==> config.mk <==
export PLATFORM = sky130hd
export DESIGN_NAME = dca_arbiter
export DESIGN_NICKNAME = d
export VERILOG_FILES = /design/src/dca_pkg.sv /design/src/dca_arbiter.sv /design/src/dca_fifo.sv /design/src/dca_prio.sv
export SDC_FILE = /design/constraint.sdc
export NUM_CORES = 1
export LEC_CHECK = 0
export ABC_AREA = 1
export BUFFER_PORTS_ARGS = -buffer_cell sky130_fd_sc_hd__buf_2
export CAP_MARGIN = 10
export CORE_AREA = 2 2 223 225
export CTS_CLUSTER_SIZE = 25
export DETAILED_ROUTE_END_ITERATION = 7
export DIE_AREA = 0 0 225 227
export PLACE_DENSITY = 0.75
export SYNTH_ARGS = -nofsm -noshare
export SYNTH_HDL_FRONTEND = slang
export SYNTH_SLANG_ARGS = --single-unit
export TNS_END_PERCENT = 50
==> constraint.sdc <==
create_clock -name core_clk_in -period 3.5 [get_ports core_clk_in]
set_input_delay 0.35 -clock core_clk_in [delete_from_list [all_inputs] [get_ports core_clk_in]]
set_output_delay 0.35 -clock core_clk_in [all_outputs]
set_load 0.1 [all_outputs]
==> src/dca_pkg.sv <==
/*
  Shared constants, operation codes and carrier structs for the data
  channel arbiter. Assumes a 16-bit memory word and 15-bit word address.
*/
`default_nettype none

package dca_pkg;

  // ----------------------------------------------------------------
  // Widths
  // ----------------------------------------------------------------
  localparam int DCA_WORD_W = 16;
  localparam int DCA_ADDR_W = 15;
  localparam int DCA_CODE_W = 6;
  localparam int DCA_NDEV = 8;
  localparam int DCA_FIFO_DEPTH = 16;

  // ----------------------------------------------------------------
  // Timing
  // ----------------------------------------------------------------
  localparam int DCA_CLK_NS = 50;
  localparam int DCA_STD_SLOT_NS = 200;
  localparam int DCA_HS_SLOT_NS = 100;
  // Least times: round up to whole cycles
  localparam int DCA_STD_CYC = (DCA_STD_SLOT_NS + DCA_CLK_NS - 1) / DCA_CLK_NS;
  localparam int DCA_HS_CYC = (DCA_HS_SLOT_NS + DCA_CLK_NS - 1) / DCA_CLK_NS;
  localparam logic [3:0] DCA_STD_CNT = 4'(DCA_STD_CYC);
  localparam logic [3:0] DCA_HS_CNT = 4'(DCA_HS_CYC);

  // ----------------------------------------------------------------
  // Operations
  // ----------------------------------------------------------------
  typedef enum logic [1:0]
  {
    DCA_OP_IN = 2'h0,
    DCA_OP_OUT = 2'h1,
    DCA_OP_INC = 2'h2,
    DCA_OP_ADD = 2'h3
  } dca_op_e;

  localparam logic [DCA_WORD_W-1:0] DCA_WORD_ONE = 16'h0001;
  localparam logic [DCA_WORD_W-1:0] DCA_WORD_ZERO = 16'h0000;
  localparam logic [DCA_CODE_W-1:0] DCA_CODE_NONE = 6'h00;

  // Request that a device holds while waiting
  typedef struct packed
  {
    dca_op_e op;
    logic [DCA_ADDR_W-1:0] addr;
    logic [DCA_WORD_W-1:0] data;
  } dca_req_s;

  // Answer returned to a device
  typedef struct packed
  {
    logic [2:0] dev;
    logic [DCA_WORD_W-1:0] data;
    logic ovf;
  } dca_rsp_s;

  localparam int DCA_RSP_W = $bits(dca_rsp_s);

endpackage

`default_nettype wire

==> src/dca_arbiter.sv <==
/*
  Data channel arbiter: synchronises device requests at each memory
  cycle, grants nearest first, runs in/out/increment/add transfers
  and orders channel service ahead of interrupt entry.
  Assumes a memory whose read data follows the address in the same cycle and a CPU sequencer that
  flags instruction end and pause points.
*/
// What this block does
// RQ1: Sample and synchronise all pending channel requests at each memory cycle start.
// RQ2: Standard variant grants after instruction ends, serving every synchronised request.
// RQ3: Simultaneous requests go first to the interface nearest the processor.
// RQ4: Pausing variant serves all requests mid-instruction, high-speed first, then resumes.
// RQ5: After an instruction, serve channel first, then interrupt, else fetch.
// RQ6: Support word in, word out, increment by one and optional add.
// RQ7: Increment and add write the sum and return it to the interface.
// RQ8: Sum above largest 16-bit unsigned word raises overflow to the interface.
// RQ9: No program-visible controls; interfaces raise their own requests.
// RQ10: Many interfaces stay active, their word transfers interleaved.
// RQ11: High-speed interfaces sit nearest; nearer than last one run high speed.
// RQ12: Per transfer, speed chosen from the chained priority signal.
// RQ13: High-speed interfaces meet shortened strobes and reduced window.
// RQ14: Interrupt entry only after the whole instruction, indirection included.
// RQ15: Pending source query returns highest unmasked requester code, else zero.
// RQ16: Interfaces hold address and operation until their transfer completes.
`timescale 1ns/1ps
`default_nettype none

module dca_arbiter
import dca_pkg::*;
#(
  parameter int NDEV = DCA_NDEV,
  parameter int DEPTH = DCA_FIFO_DEPTH,
  parameter bit HAS_ADD = 1'b1,
  parameter bit PAUSING = 1'b0
)
(
  input wire logic core_clk_in,
  input wire logic resetn_in,
  // Device side
  input wire logic [NDEV-1:0] dev_req_in,
  input wire logic [NDEV-1:0] dev_hs_chain_in,
  input wire dca_req_s [NDEV-1:0] dev_cmd_in,
  output logic [NDEV-1:0] dev_done_out,
  output logic [NDEV-1:0] dev_ovf_out,
  output logic [DCA_WORD_W-1:0] dev_data_out,
  output logic dev_rsp_valid_out,
  input wire logic dev_rsp_ready_in,
  // Interrupt requests and mask for the source query
  input wire logic [NDEV-1:0] dev_irq_in,
  input wire logic [NDEV-1:0] irq_mask_in,
  input wire logic [DCA_CODE_W-1:0] dev_code_in [NDEV],
  input wire logic pending_source_query_in,
  output logic [DCA_CODE_W-1:0] pending_source_out,
  // CPU sequencer side
  input wire logic mem_cycle_start_in,
  input wire logic instr_end_in,
  input wire logic pause_point_in,
  input wire logic irq_pending_in,
  output logic chan_busy_out,
  output logic start_irq_out,
  output logic fetch_next_out,
  output logic resume_out,
  // Memory side
  output logic mem_en_out,
  output logic mem_we_out,
  output logic [DCA_ADDR_W-1:0] mem_addr_out,
  output logic [DCA_WORD_W-1:0] mem_wdata_out,
  input wire logic [DCA_WORD_W-1:0] mem_rdata_in
);
  localparam int IW = $clog2(NDEV);

  // ----------------------------------------------------------------
  // Request synchronisers
  // ----------------------------------------------------------------
  logic [NDEV-1:0] req_s1;
  logic [NDEV-1:0] req_s2;
  logic [NDEV-1:0] req_s3;
  logic [NDEV-1:0] req_clean;
  logic [NDEV-1:0] hs_s1;
  logic [NDEV-1:0] hs_s2;
  logic [NDEV-1:0] hs_s3;
  logic [NDEV-1:0] hs_clean;
  logic [NDEV-1:0] sync_req;
  logic [NDEV-1:0] served;

  // RQ9 device-raised requests
  // RQ11 tier from chain bits
  always_ff @(posedge core_clk_in)
  begin
    if (!resetn_in)
    begin
      req_s1 <= '0;
      req_s2 <= '0;
      req_s3 <= '0;
      hs_s1 <= '0;
      hs_s2 <= '0;
      hs_s3 <= '0;
    end
    else
    begin
      req_s1 <= dev_req_in;
      req_s2 <= req_s1;
      req_s3 <= req_s2;
      hs_s1 <= dev_hs_chain_in;
      hs_s2 <= hs_s1;
      hs_s3 <= hs_s2;
    end
  end

  // A change counts once the second and third stages agree
  genvar g;
  generate
    for (g = 0; g < NDEV; g++)
    begin : g_clean
      always_ff @(posedge core_clk_in)
      begin
        if (!resetn_in)
        begin
          req_clean[g] <= 1'b0;
          hs_clean[g] <= 1'b0;
        end
        else
        begin
          if (req_s2[g] == req_s3[g])
          begin
            req_clean[g] <= req_s3[g];
          end
          if (hs_s2[g] == hs_s3[g])
          begin
            hs_clean[g] <= hs_s3[g];
          end
        end
      end
    end
  endgenerate

  // ----------------------------------------------------------------
  // Arbitration state
  // ----------------------------------------------------------------
  typedef enum logic [2:0]
  {
    ST_IDLE = 3'b000,
    ST_READ = 3'b001,
    ST_WRITE = 3'b010,
    ST_HOLD = 3'b011,
    ST_EXIT = 3'b100
  } dca_state_e;

  dca_state_e state;
  logic window_open;
  logic in_pause;
  logic pick_any;
  logic [IW-1:0] pick_idx;
  logic pick_hs;
  logic [IW-1:0] cur_idx;
  dca_req_s cur_cmd;
  logic [3:0] slot_cnt;
  logic [DCA_WORD_W:0] sum;
  logic [NDEV-1:0] tier_req;
  logic rsp_ready;
  logic rsp_push;
  dca_rsp_s rsp_word;
  dca_rsp_s rsp_head;
  logic rsp_head_valid;

  // RQ4 high speed first
  assign tier_req = (in_pause && |(sync_req & hs_clean))
                    ? (sync_req & hs_clean) : sync_req;

  // RQ3 nearest first
  dca_prio #(.N(NDEV)) u_prio
  (
    .req_in(tier_req),
    .hs_in(hs_clean),
    .any_out(pick_any),
    .idx_out(pick_idx),
    .hs_out(pick_hs)
  );

  // RQ1 sample at memory cycle
  always_ff @(posedge core_clk_in)
  begin
    if (!resetn_in)
    begin
      sync_req <= '0;
    end
    else
    begin
      // A grant clears its bit; the served mask keeps a device that was
      // just answered, still high through the synchroniser, from a rerun
      if (mem_cycle_start_in)
      begin
        sync_req <= sync_req | (req_clean & ~served);
      end
      if (state == ST_IDLE && window_open && pick_any && rsp_ready)
      begin
        sync_req[pick_idx] <= 1'b0;
      end
    end
  end

  // Served until the device is seen to drop its request
  always_ff @(posedge core_clk_in)
  begin
    if (!resetn_in)
    begin
      served <= '0;
    end
    else
    begin
      served <= served & req_clean;
      if (state == ST_IDLE && window_open && pick_any && rsp_ready)
      begin
        served[pick_idx] <= 1'b1;
      end
    end
  end

  // RQ2 wait for instruction end
  // RQ4 or a pause point
  always_ff @(posedge core_clk_in)
  begin
    if (!resetn_in)
    begin
      window_open <= 1'b0;
      in_pause <= 1'b0;
    end
    else if (!window_open && (instr_end_in || (PAUSING && pause_point_in)))
    begin
      window_open <= 1'b1;
      in_pause <= !instr_end_in;
    end
    else if (state == ST_EXIT)
    begin
      window_open <= 1'b0;
      in_pause <= 1'b0;
    end
  end

  assign sum = {1'b0, mem_rdata_in} + ((cur_cmd.op == DCA_OP_INC)
               ? {1'b0, DCA_WORD_ONE} : {1'b0, cur_cmd.data});

  // RQ10 interleave one word each
  // RQ12 speed from chain
  always_ff @(posedge core_clk_in)
  begin
    if (!resetn_in)
    begin
      state <= ST_IDLE;
      cur_idx <= '0;
      cur_cmd <= '0;
      slot_cnt <= '0;
    end
    else
    begin
      unique case (state)
        ST_IDLE:
        begin
          if (window_open && pick_any && rsp_ready)
          begin
            cur_idx <= pick_idx;
            // RQ16 device holds command
            cur_cmd <= dev_cmd_in[pick_idx];
            slot_cnt <= pick_hs ? DCA_HS_CNT : DCA_STD_CNT;
            state <= (dev_cmd_in[pick_idx].op == DCA_OP_IN)
                     ? ST_WRITE : ST_READ;
          end
          else if (window_open && !pick_any)
          begin
            state <= ST_EXIT;
          end
        end
        ST_READ:
        begin
          state <= (cur_cmd.op == DCA_OP_OUT) ? ST_HOLD : ST_WRITE;
        end
        ST_WRITE:
        begin
          state <= ST_HOLD;
        end
        ST_HOLD:
        begin
          if (slot_cnt <= 4'h1)
          begin
            state <= ST_IDLE;
          end
          slot_cnt <= slot_cnt - 4'h1;
        end
        ST_EXIT:
        begin
          state <= ST_IDLE;
        end
        default:
        begin
          state <= ST_IDLE;
        end
      endcase
    end
  end

  // ----------------------------------------------------------------
  // Memory port
  // ----------------------------------------------------------------
  // RQ6 in, out, increment, add
  // RQ7 sum written back
  always_ff @(posedge core_clk_in)
  begin
    if (!resetn_in)
    begin
      mem_en_out <= 1'b0;
      mem_we_out <= 1'b0;
      mem_addr_out <= '0;
      mem_wdata_out <= '0;
    end
    else
    begin
      mem_en_out <= 1'b0;
      mem_we_out <= 1'b0;
      if (state == ST_IDLE && window_open && pick_any && rsp_ready)
      begin
        mem_en_out <= 1'b1;
        mem_addr_out <= dev_cmd_in[pick_idx].addr;
        if (dev_cmd_in[pick_idx].op == DCA_OP_IN)
        begin
          mem_we_out <= 1'b1;
          mem_wdata_out <= dev_cmd_in[pick_idx].data;
        end
      end
      else if (state == ST_READ && cur_cmd.op != DCA_OP_OUT)
      begin
        mem_en_out <= 1'b1;
        mem_we_out <= 1'b1;
        mem_wdata_out <= sum[DCA_WORD_W-1:0];
      end
    end
  end

  // ----------------------------------------------------------------
  // Answer path through the FIFO
  // ----------------------------------------------------------------
  // RQ8 carry out is overflow
  always_comb
  begin
    rsp_push = 1'b0;
    rsp_word = '0;
    rsp_word.dev = 3'(cur_idx);
    if (state == ST_READ)
    begin
      rsp_push = 1'b1;
      if (cur_cmd.op == DCA_OP_OUT)
      begin
        rsp_word.data = mem_rdata_in;
      end
      else if (cur_cmd.op == DCA_OP_ADD && !HAS_ADD)
      begin
        rsp_word.data = DCA_WORD_ZERO;
      end
      else
      begin
        rsp_word.data = sum[DCA_WORD_W-1:0];
        rsp_word.ovf = sum[DCA_WORD_W];
      end
    end
    else if (state == ST_WRITE && cur_cmd.op == DCA_OP_IN)
    begin
      rsp_push = 1'b1;
    end
  end

  // Grants stall when the answer queue is full
  dca_fifo #(.WIDTH(DCA_RSP_W), .DEPTH(DEPTH)) u_fifo
  (
    .core_clk_in(core_clk_in),
    .resetn_in(resetn_in),
    .wr_data_in(rsp_word),
    .wr_valid_in(rsp_push),
    .wr_ready_out(rsp_ready),
    .rd_data_out(rsp_head),
    .rd_valid_out(rsp_head_valid),
    .rd_ready_in(dev_rsp_ready_in && !dev_rsp_valid_out)
  );

  always_ff @(posedge core_clk_in)
  begin
    if (!resetn_in)
    begin
      dev_done_out <= '0;
      dev_ovf_out <= '0;
      dev_data_out <= '0;
      dev_rsp_valid_out <= 1'b0;
    end
    else
    begin
      dev_done_out <= '0;
      dev_ovf_out <= '0;
      dev_rsp_valid_out <= 1'b0;
      if (rsp_head_valid && dev_rsp_ready_in && !dev_rsp_valid_out)
      begin
        dev_rsp_valid_out <= 1'b1;
        dev_done_out[rsp_head.dev] <= 1'b1;
        dev_ovf_out[rsp_head.dev] <= rsp_head.ovf;
        dev_data_out <= rsp_head.data;
      end
    end
  end

  // ----------------------------------------------------------------
  // Sequencer handshake
  // ----------------------------------------------------------------
  // RQ5 channel before interrupt
  // RQ14 interrupt only at end
  always_ff @(posedge core_clk_in)
  begin
    if (!resetn_in)
    begin
      chan_busy_out <= 1'b0;
      start_irq_out <= 1'b0;
      fetch_next_out <= 1'b0;
      resume_out <= 1'b0;
    end
    else
    begin
      chan_busy_out <= window_open && state != ST_EXIT;
      start_irq_out <= state == ST_EXIT && !in_pause && irq_pending_in;
      fetch_next_out <= state == ST_EXIT && !in_pause && !irq_pending_in;
      resume_out <= state == ST_EXIT && in_pause;
    end
  end

  // RQ15 highest unmasked source
  always_ff @(posedge core_clk_in)
  begin
    if (!resetn_in)
    begin
      pending_source_out <= DCA_CODE_NONE;
    end
    else if (pending_source_query_in)
    begin
      pending_source_out <= DCA_CODE_NONE;
      for (int i = NDEV-1; i >= 0; i--)
      begin
        if (dev_irq_in[i] && !irq_mask_in[i])
        begin
          pending_source_out <= dev_code_in[i];
        end
      end
    end
  end
endmodule // dca_arbiter

`default_nettype wire

==> src/dca_fifo.sv <==
/*
  Parameterised flip-flop FIFO with valid/ready on both sides.
  Assumes one clock and a synchronous active-low reset.
*/
`timescale 1ns/1ps
`default_nettype none

module dca_fifo
#(
  parameter int WIDTH = 8,
  parameter int DEPTH = 16
)
(
  input wire logic core_clk_in,
  input wire logic resetn_in,
  input wire logic [WIDTH-1:0] wr_data_in,
  input wire logic wr_valid_in,
  output logic wr_ready_out,
  output logic [WIDTH-1:0] rd_data_out,
  output logic rd_valid_out,
  input wire logic rd_ready_in
);
  localparam int AW = $clog2(DEPTH);

  logic [WIDTH-1:0] mem [DEPTH];
  logic [AW-1:0] wr_ptr;
  logic [AW-1:0] rd_ptr;
  logic [AW:0] count;
  logic do_wr;
  logic do_rd;

  assign wr_ready_out = (count != (AW+1)'(DEPTH));
  assign rd_valid_out = (count != '0);
  assign rd_data_out = mem[rd_ptr];
  assign do_wr = wr_valid_in && wr_ready_out;
  assign do_rd = rd_valid_out && rd_ready_in;

  always_ff @(posedge core_clk_in)
  begin
    if (do_wr)
    begin
      mem[wr_ptr] <= wr_data_in;
    end
  end

  always_ff @(posedge core_clk_in)
  begin
    if (!resetn_in)
    begin
      wr_ptr <= '0;
      rd_ptr <= '0;
      count <= '0;
    end
    else
    begin
      if (do_wr)
      begin
        wr_ptr <= (wr_ptr == AW'(DEPTH-1)) ? '0 : wr_ptr + 1'b1;
      end
      if (do_rd)
      begin
        rd_ptr <= (rd_ptr == AW'(DEPTH-1)) ? '0 : rd_ptr + 1'b1;
      end
      if (do_wr && !do_rd)
      begin
        count <= count + 1'b1;
      end
      else if (do_rd && !do_wr)
      begin
        count <= count - 1'b1;
      end
    end
  end
endmodule // dca_fifo

`default_nettype wire

==> src/dca_prio.sv <==
/*
  Fixed-priority picker: lowest index (nearest position) wins, and
  a chain signal marks whether the winner is in the high-speed tier.
  Assumes combinational use inside the arbiter's clock domain.
*/
`timescale 1ns/1ps
`default_nettype none

module dca_prio
#(
  parameter int N = 8
)
(
  input wire logic [N-1:0] req_in,
  input wire logic [N-1:0] hs_in,
  output logic any_out,
  output logic [$clog2(N)-1:0] idx_out,
  output logic hs_out
);
  always_comb
  begin
    any_out = 1'b0;
    idx_out = '0;
    hs_out = 1'b0;
    for (int i = N-1; i >= 0; i--)
    begin
      if (req_in[i])
      begin
        any_out = 1'b1;
        idx_out = ($clog2(N))'(i);
        hs_out = hs_in[i];
      end
    end
  end
endmodule // dca_prio

`default_nettype wire

# Yosys cells after proc, flatten, opt, wreduce, memory -nomap -nowiden
# Memories as Yosys holds them, arrays and structs flattened. A register that Yosys moved wholly into a read port is not among the register bits.
# Index checks and enable logic that the tools add are counted.
totals:
  ff_bits: 199
  ramBits: 320
  inputBits: 368
  out_inout_bits: 76
  word_cells: 238
  n_memories: 1
op_classes:
  n_addsub: 6
  magnitude_cmp: 5
  n_eq_ne: 31
  mux: 77
  bitwise: 9
  reduce_logical: 62
memory_table:
  columns: ["memory", "words", "word_bits", "rd", "rd_ports_with_merged_regs", "wr", "line_no", "source"]
  rows:
  - ["u_fifo.mem", 16, 20, 1, 1, 1, "dca_fifo.sv:25", "logic [WIDTH-1:0] mem [DEPTH];"]
ops:
  columns: ["operator", "count"]
  rows:
  - ["$bmux W33 S3", 1]
  - ["$mux W16", 5]
  - ["$mux W6", 8]
  - ["$and A8 B8 Y8", 5]
  - ["$mux W8", 5]
  - ["$mux W3", 12]
  - ["$mux W33", 1]
  - ["$logic_and A1 B1 Y1", 32]
  - ["$mux W1", 32]
  - ["$mux W4", 5]
  - ["$add A16 B16 Y17", 1]
  - ["$mux W17", 1]
  - ["$eq A1 B1 Y1", 16]
  - ["$logic_not A1 Y1", 16]
  - ["$not A8 Y8", 2]
  - ["$or A8 B8 Y8", 2]
  - ["$pmux W3 S4", 1]
  - ["$mux W5", 2]
  - ["$reduce_and A2 Y1", 5]
  - ["$add A4 B1 Y4 const B", 2]
  - ["$eq A4 B4 Y1 const B", 2]
  - ["$lt A3 B4 Y1 const B", 2]
  - ["$pmux W4 S2", 1]
  - ["$reduce_bool A2 Y1", 4]
  - ["other kinds (20)", 27]

# Logic depth before layout (Yosys ltp)
depth:
  word_depth: 19
  ltp_mapped: 25
  depth_no_buf: 23

# Hierarchy
# Synthesis repeated with hierarchy kept, for this count alone.
hier_totals:
  cells_unflattened: 2940
  hier_area_um2: 24325.8
by_module_without_submodules:
  columns: ["module", "instances", "cells_each", "area_each_um2", "seq_area_each_um2"]
  rows:
  - ["dca_fifo", 1, 1334, 14207.4, 9949.5]
  - ["dca_arbiter", 1, 1571, 9952.0, 3723.6]
  - ["dca_prio", 1, 35, 166.4, 0.0]

# Worst setup path after synthesis
# No wires, ideal clock.
synth_path:
  path_kind: "reg-to-reg"
  from: "register cur_cmd[31] (netlist name)"
  to: "memory u_fifo.mem[0][15] (netlist name) (data pin)"
  setup_ns: 0.352
  arrival_ns: 3.297
  required_time_ns: 3.148
  path_slack_ns: -0.150
  path_stages_with_launch: 16
  path_buffers: 0
  synth_period_minus_slack_ns: 3.650
  cell_sequence: "dfxtp_1 nor2_1 or2_2 ha_1 fa_1 a21oi_1 o21bai_1 nand2_1 nand2_1 nand2_1 nand2_1 a21oi_1 o21ai_0 nand3_1 nand3_1 a311oi_1"
synth_lines:
  columns: ["item", "line_no", "source"]
  rows:
  - ["start: declaration", "dca_arbiter.sv:156", "dca_req_s cur_cmd;"]
  - ["start signal: assignment", "dca_arbiter.sv:263", "cur_cmd <= dev_cmd_in[pick_idx];"]
  - ["end: declaration", "dca_fifo.sv:25", null]

==> impl_summary.md <==
Run status
The run finished with clean final reports.

Synth
The count of flip-flops with a built-in enable after synthesis is 320. Yosys attributes the largest share of cell area to sky130_fd_sc_hd__edfxtp_1, sky130_fd_sc_hd__dfxtp_1, sky130_fd_sc_hd__nand2_1. Of the total synthesized cell area, the portion taken by full adders, half adders and majority gates is 0.0157. The synthesized-area fraction occupied by ao, oa, aoi and oai cells is 0.148.

The sequential element share of the synthesized area is 0.568. The simple logic cell fraction of the synthesized area is 0.182. The multiplexer share of the synthesized area is 0.

The synthesized net count is 3,073. sky130_fd_sc_hd__edfxtp_1 takes more of the synthesized area than any other cell. The share of synthesized flip-flops with an asynchronous set or reset is 0. The area share of the largest cell type after synthesis is 0.399.

The most used flip-flop cell after synthesis is sky130_fd_sc_hd__edfxtp_1. Counting instances in the post-synthesis netlist gives the leading cell types as sky130_fd_sc_hd__nand2_1, sky130_fd_sc_hd__nor2_1, sky130_fd_sc_hd__edfxtp_1. The synthesis-stage register bit count is 523. Of the total synthesized cell area, the portion taken by XOR and XNOR cells is 0.00618. The number of cells produced by synthesis is 2,676. The most used standard cell by instance count after synthesis is sky130_fd_sc_hd__nand2_1. The yosys synthesis warning count is 0.

Counting distinct cell types in the post-synthesis netlist gives 45. The largest family of logic cells by synthesized area is simple AND/OR/NAND/NOR gates. Dividing the synthesized area by the synthesized cell count gives 9.00 um^2. Summing every instance area after synthesis gives 24,100 um^2.

Worst hold path
The class of the worst hold path is input port to flop.

Place
Detailed placement finished with a half-perimeter wire length of 48.7 mm. At the end of routability-driven placement, the weighted congestion stood at 0.908. Buffers placed on the I/O ports in this run total 442.

Run
The max-capacitance violation count is 0.

Power and ir drop
The net switching power of the design is 6.02 mW. Total power for the finished layout comes to 17.4 mW. The switching part of the total power is 0.347. The worst supply voltage drop on vdd is 418 uV.

The internal power summed over all cells is 11.3 mW. The leakage power figure is 12.7 nW. The share of power burned in registers is 0.421. Of the total power, combinational logic draws 0.273. The areal power density over the cells is 603 nW/um^2. The clock network fraction of design power is 0.306.

Worst setup path
For this run, the slowest stage of the critical path takes 340 ps. On the critical path, the stage with the largest delay is an instance of sky130_fd_sc_hd__clkdlybuf4s18_2. Data on the critical path arrives at its endpoint at 3620 ps. The data required time of the worst path is 3930 ps.

The signal on the critical path passes through inv_1, nor2_2, buf_6, nor2_1, ha_1, buf_4, nand2_1, nor3_1, nand2_1, o211ai_1, nand2_1, a31oi_2, a21boi_1, o21ai_1, xor2_1, nand3_1, o21ai_2, clkdlybuf4s18_2. The worst setup path is captured at a flop. The cell repeated most along the worst path is sky130_fd_sc_hd__nand2_1.

The worst setup path is launched from a flop. The worst setup path is of the flop to flop kind. The worst-path maximum fanout is 12.

Clocking
The total clock sinks is 523. TritonCTS created 50 clock buffers. The clock slew seen by the registers of the worst setup and hold paths is 60 ps. The clock tree root driver cell is sky130_fd_sc_hd__clkbuf_16.

The insertion delay of the later-clocked pin in the worst-skew pair is 590 ps. The CTS tree is yes. The CTS H-tree depth is 2. The deepest clock path buffer count is 3.

Floorplan
The placeable core area is 48,500 um^2. From bottom edge to top edge, the die measures 227 um. The initial utilization of the core area, before any placement, comes to 0.496. The number of ports placed on the die boundary is 444. After floorplanning, the core was divided into 81 placement rows. The die covers 51,100 um^2. The width of the die is 225 um.

Global route
The total global-route track usage is 0.277. The number of global-route vias before repair is 20,100. The number of antenna violations at the first check in global routing is 5.

After global routing the overflow that remains totals 0. The first-pass GRT wire length is 110 mm. The pin count of the biggest net entering global routing is 134.

Routing
In the routed design, unresolved DRC markers number 0. The detailed router placed 21,000 vias in this run. The average routed wire per standard cell is 19.5 um.

The first-pass iteration count of the detailed router is 5. After detailed routing, the number of vias per cell comes to 5.58. The number of DRC markers in iteration 0 is 1,932.

The post-detailed-routing wire length is 73.3 mm. The count of nets left with antenna violations once routing finished came out at 0.

STA
The setup skew after layout is 32.1 ps. The final max-slew violation count is 0. The count of endpoints failing hold in the final timing report came to 0. Headroom to the max-slew limit came out at 0.154. For the finished layout, the period the worst path requires is 3190 ps. The pin slew with the least headroom to its limit is 1270 ps. Static timing analysis puts the maximum clock frequency at 0.313 GHz. Setup repair after global routing left no endpoint under its margin. The tightest hold path in the finished design has a slack of 74.6 ps. Adding up every negative setup slack in the final design gives 0 ps.

Dividing the final minimum period by the clock period gives 0.911. Setup violations remaining at the end of the flow were counted as 0.

Layout
The post-synthesis to final-layout area growth is 19.5%. After the last flow step, the layout net total stands at 3,497. The area taken by flip-flops and latches is 13,700 um^2. The multi-input combinational cells in the finished layout cover a total of 8530 um^2. The proportion of layout cells with a drive suffix above 1 is 0.200. The number of fill cells is 4,057.
-- flip-flops by register name (all words and copies together) (netlist names), 15 cells and up, named ones only --
signal and count:
cur_cmd 18, dev_data_out 16, mem_addr_out 15, mem_wdata_out 16, u_fifo.mem 320
-- path summary, 6_finish.rpt --
path	start	to	slack (ps)	cells past startpoint
setup / recovery	cur_cmd[32]$_SDFFE_PN0P_	u_fifo.mem[8][14]$_DFFE_PP_	310	18
hold reg to reg	req_s1[2]$_SDFF_PN0_	req_s2[2]$_SDFF_PN0_	420	2
setup reg to reg	cur_cmd[32]$_SDFFE_PN0P_	u_fifo.mem[8][14]$_DFFE_PP_	310	18
hold / removal	instr_end_in	window_open$_SDFFE_PN0P_	70	3
-- layer usage --
layer / part of all wire / track usage / vias to the layer above / wire length [um]
met5: 0 / 0 / - / 0
met4: 0.037 / 0.113 / 0 / 2720
met3: 0.073 / 0.0379 / 149 / 5360
met2: 0.50 / 0.480 / 926 / 36600
met1: 0.39 / 0.351 / 9975 / 28700
li1: - / - / 9984 / -
-- critical path: cells and delay by family, from the launching register on --
family / cells / cell delay, ps
AO/OA/AOI/OAI: 5 / 830
flip-flops: 1 / 320
buffers and inverters: 4 / 700
AND/OR/NAND/NOR: 7 / 690
adder cells (fa/ha/maj): 1 / 280
XOR/XNOR: 1 / 220
-- metrics by stage --
| step | util | area, um^2 | instances | worst slack [ps] |
|---|---|---|---|---|
| after detailed placement | 0.554 | 26900 | 3649 | 75.5 |
| after floorplan | - | 24100 | 2676 | 157 |
| after global routing | 0.593 | 28800 | 3767 | 20.9 |
| final | 0.593 | 28800 | 3767 | 310 |
| after CTS | 0.591 | 28700 | 3759 | 32.8 |
| after global placement | 0.554 | 26900 | 3649 | 104 |
-- cell usage in the layout, fill, tap and decap left out, types with 7 or more instances in the layout --
cell	n
sky130_fd_sc_hd__o221ai_1	59
sky130_fd_sc_hd__buf_2	441
sky130_fd_sc_hd__a22o_1	10
sky130_fd_sc_hd__xor2_1	13
sky130_fd_sc_hd__nand3_1	206
sky130_fd_sc_hd__o21ai_0	275
sky130_fd_sc_hd__a21oi_1	111
sky130_fd_sc_hd__nand3b_1	38
sky130_fd_sc_hd__dfxtp_1	202
sky130_fd_sc_hd__ha_1	27
sky130_fd_sc_hd__clkbuf_1	11
sky130_fd_sc_hd__o211ai_1	54
sky130_fd_sc_hd__nor2_1	331
sky130_fd_sc_hd__o21ai_1	15
sky130_fd_sc_hd__inv_1	303
sky130_fd_sc_hd__clkbuf_16	51
sky130_fd_sc_hd__edfxtp_1	320
sky130_fd_sc_hd__clkinv_1	9
sky130_fd_sc_hd__or2_2	10
sky130_fd_sc_hd__clkinv_2	11
sky130_fd_sc_hd__clkbuf_8	7
sky130_fd_sc_hd__dlygate4sd3_1	17
sky130_fd_sc_hd__nor3_1	19
sky130_fd_sc_hd__a221oi_1	9
sky130_fd_sc_hd__a31oi_1	16
sky130_fd_sc_hd__o22ai_1	33
sky130_fd_sc_hd__buf_4	69
sky130_fd_sc_hd__o21bai_1	11
sky130_fd_sc_hd__nand2_1	406
-- power by group through the flow --
stage / Sequential (mW) / Clock, mW / Combinational [mW]
3_3_place_gp: 7.42 / 0 / 4.51
5_1_grt: 7.35 / 5.61 / 5.15
2_1_floorplan: 8.48 / 0 / 2.27
6_report: 7.31 / 5.32 / 4.74
3_5_place_dp: 7.44 / 0 / 4.66
4_1_cts: 7.31 / 5.38 / 4.70
-- repair_timing --
item	4_1_cts	5_1_grt
endpoints found under the hold margin	18	0
hold buffers	17	0
resized for setup	0	15
buffers inserted	0	1
endpoints found under the setup margin	0	96
-- cell families after synthesis --
kind of cell / after synthesis
compound gates: 606
fa+ha+maj: 29
simple gates: 1028
buf+inv: 473
flops: 523
xor+xnor: 17
-- area by class of cell --
cell class                      instances  share of cell area
Sequential cell                       523               0.475
Multi-Input combinational cell       1680               0.296
Timing Repair Buffer                  533               0.104
Clock buffer                           69              0.0488
Inverter                              312              0.0407
Tap cell                              622              0.0270
Clock inverter                         24             0.00813
Antenna cell                            4            0.000348
Note: power is estimated with default switching activity, not from simulation.
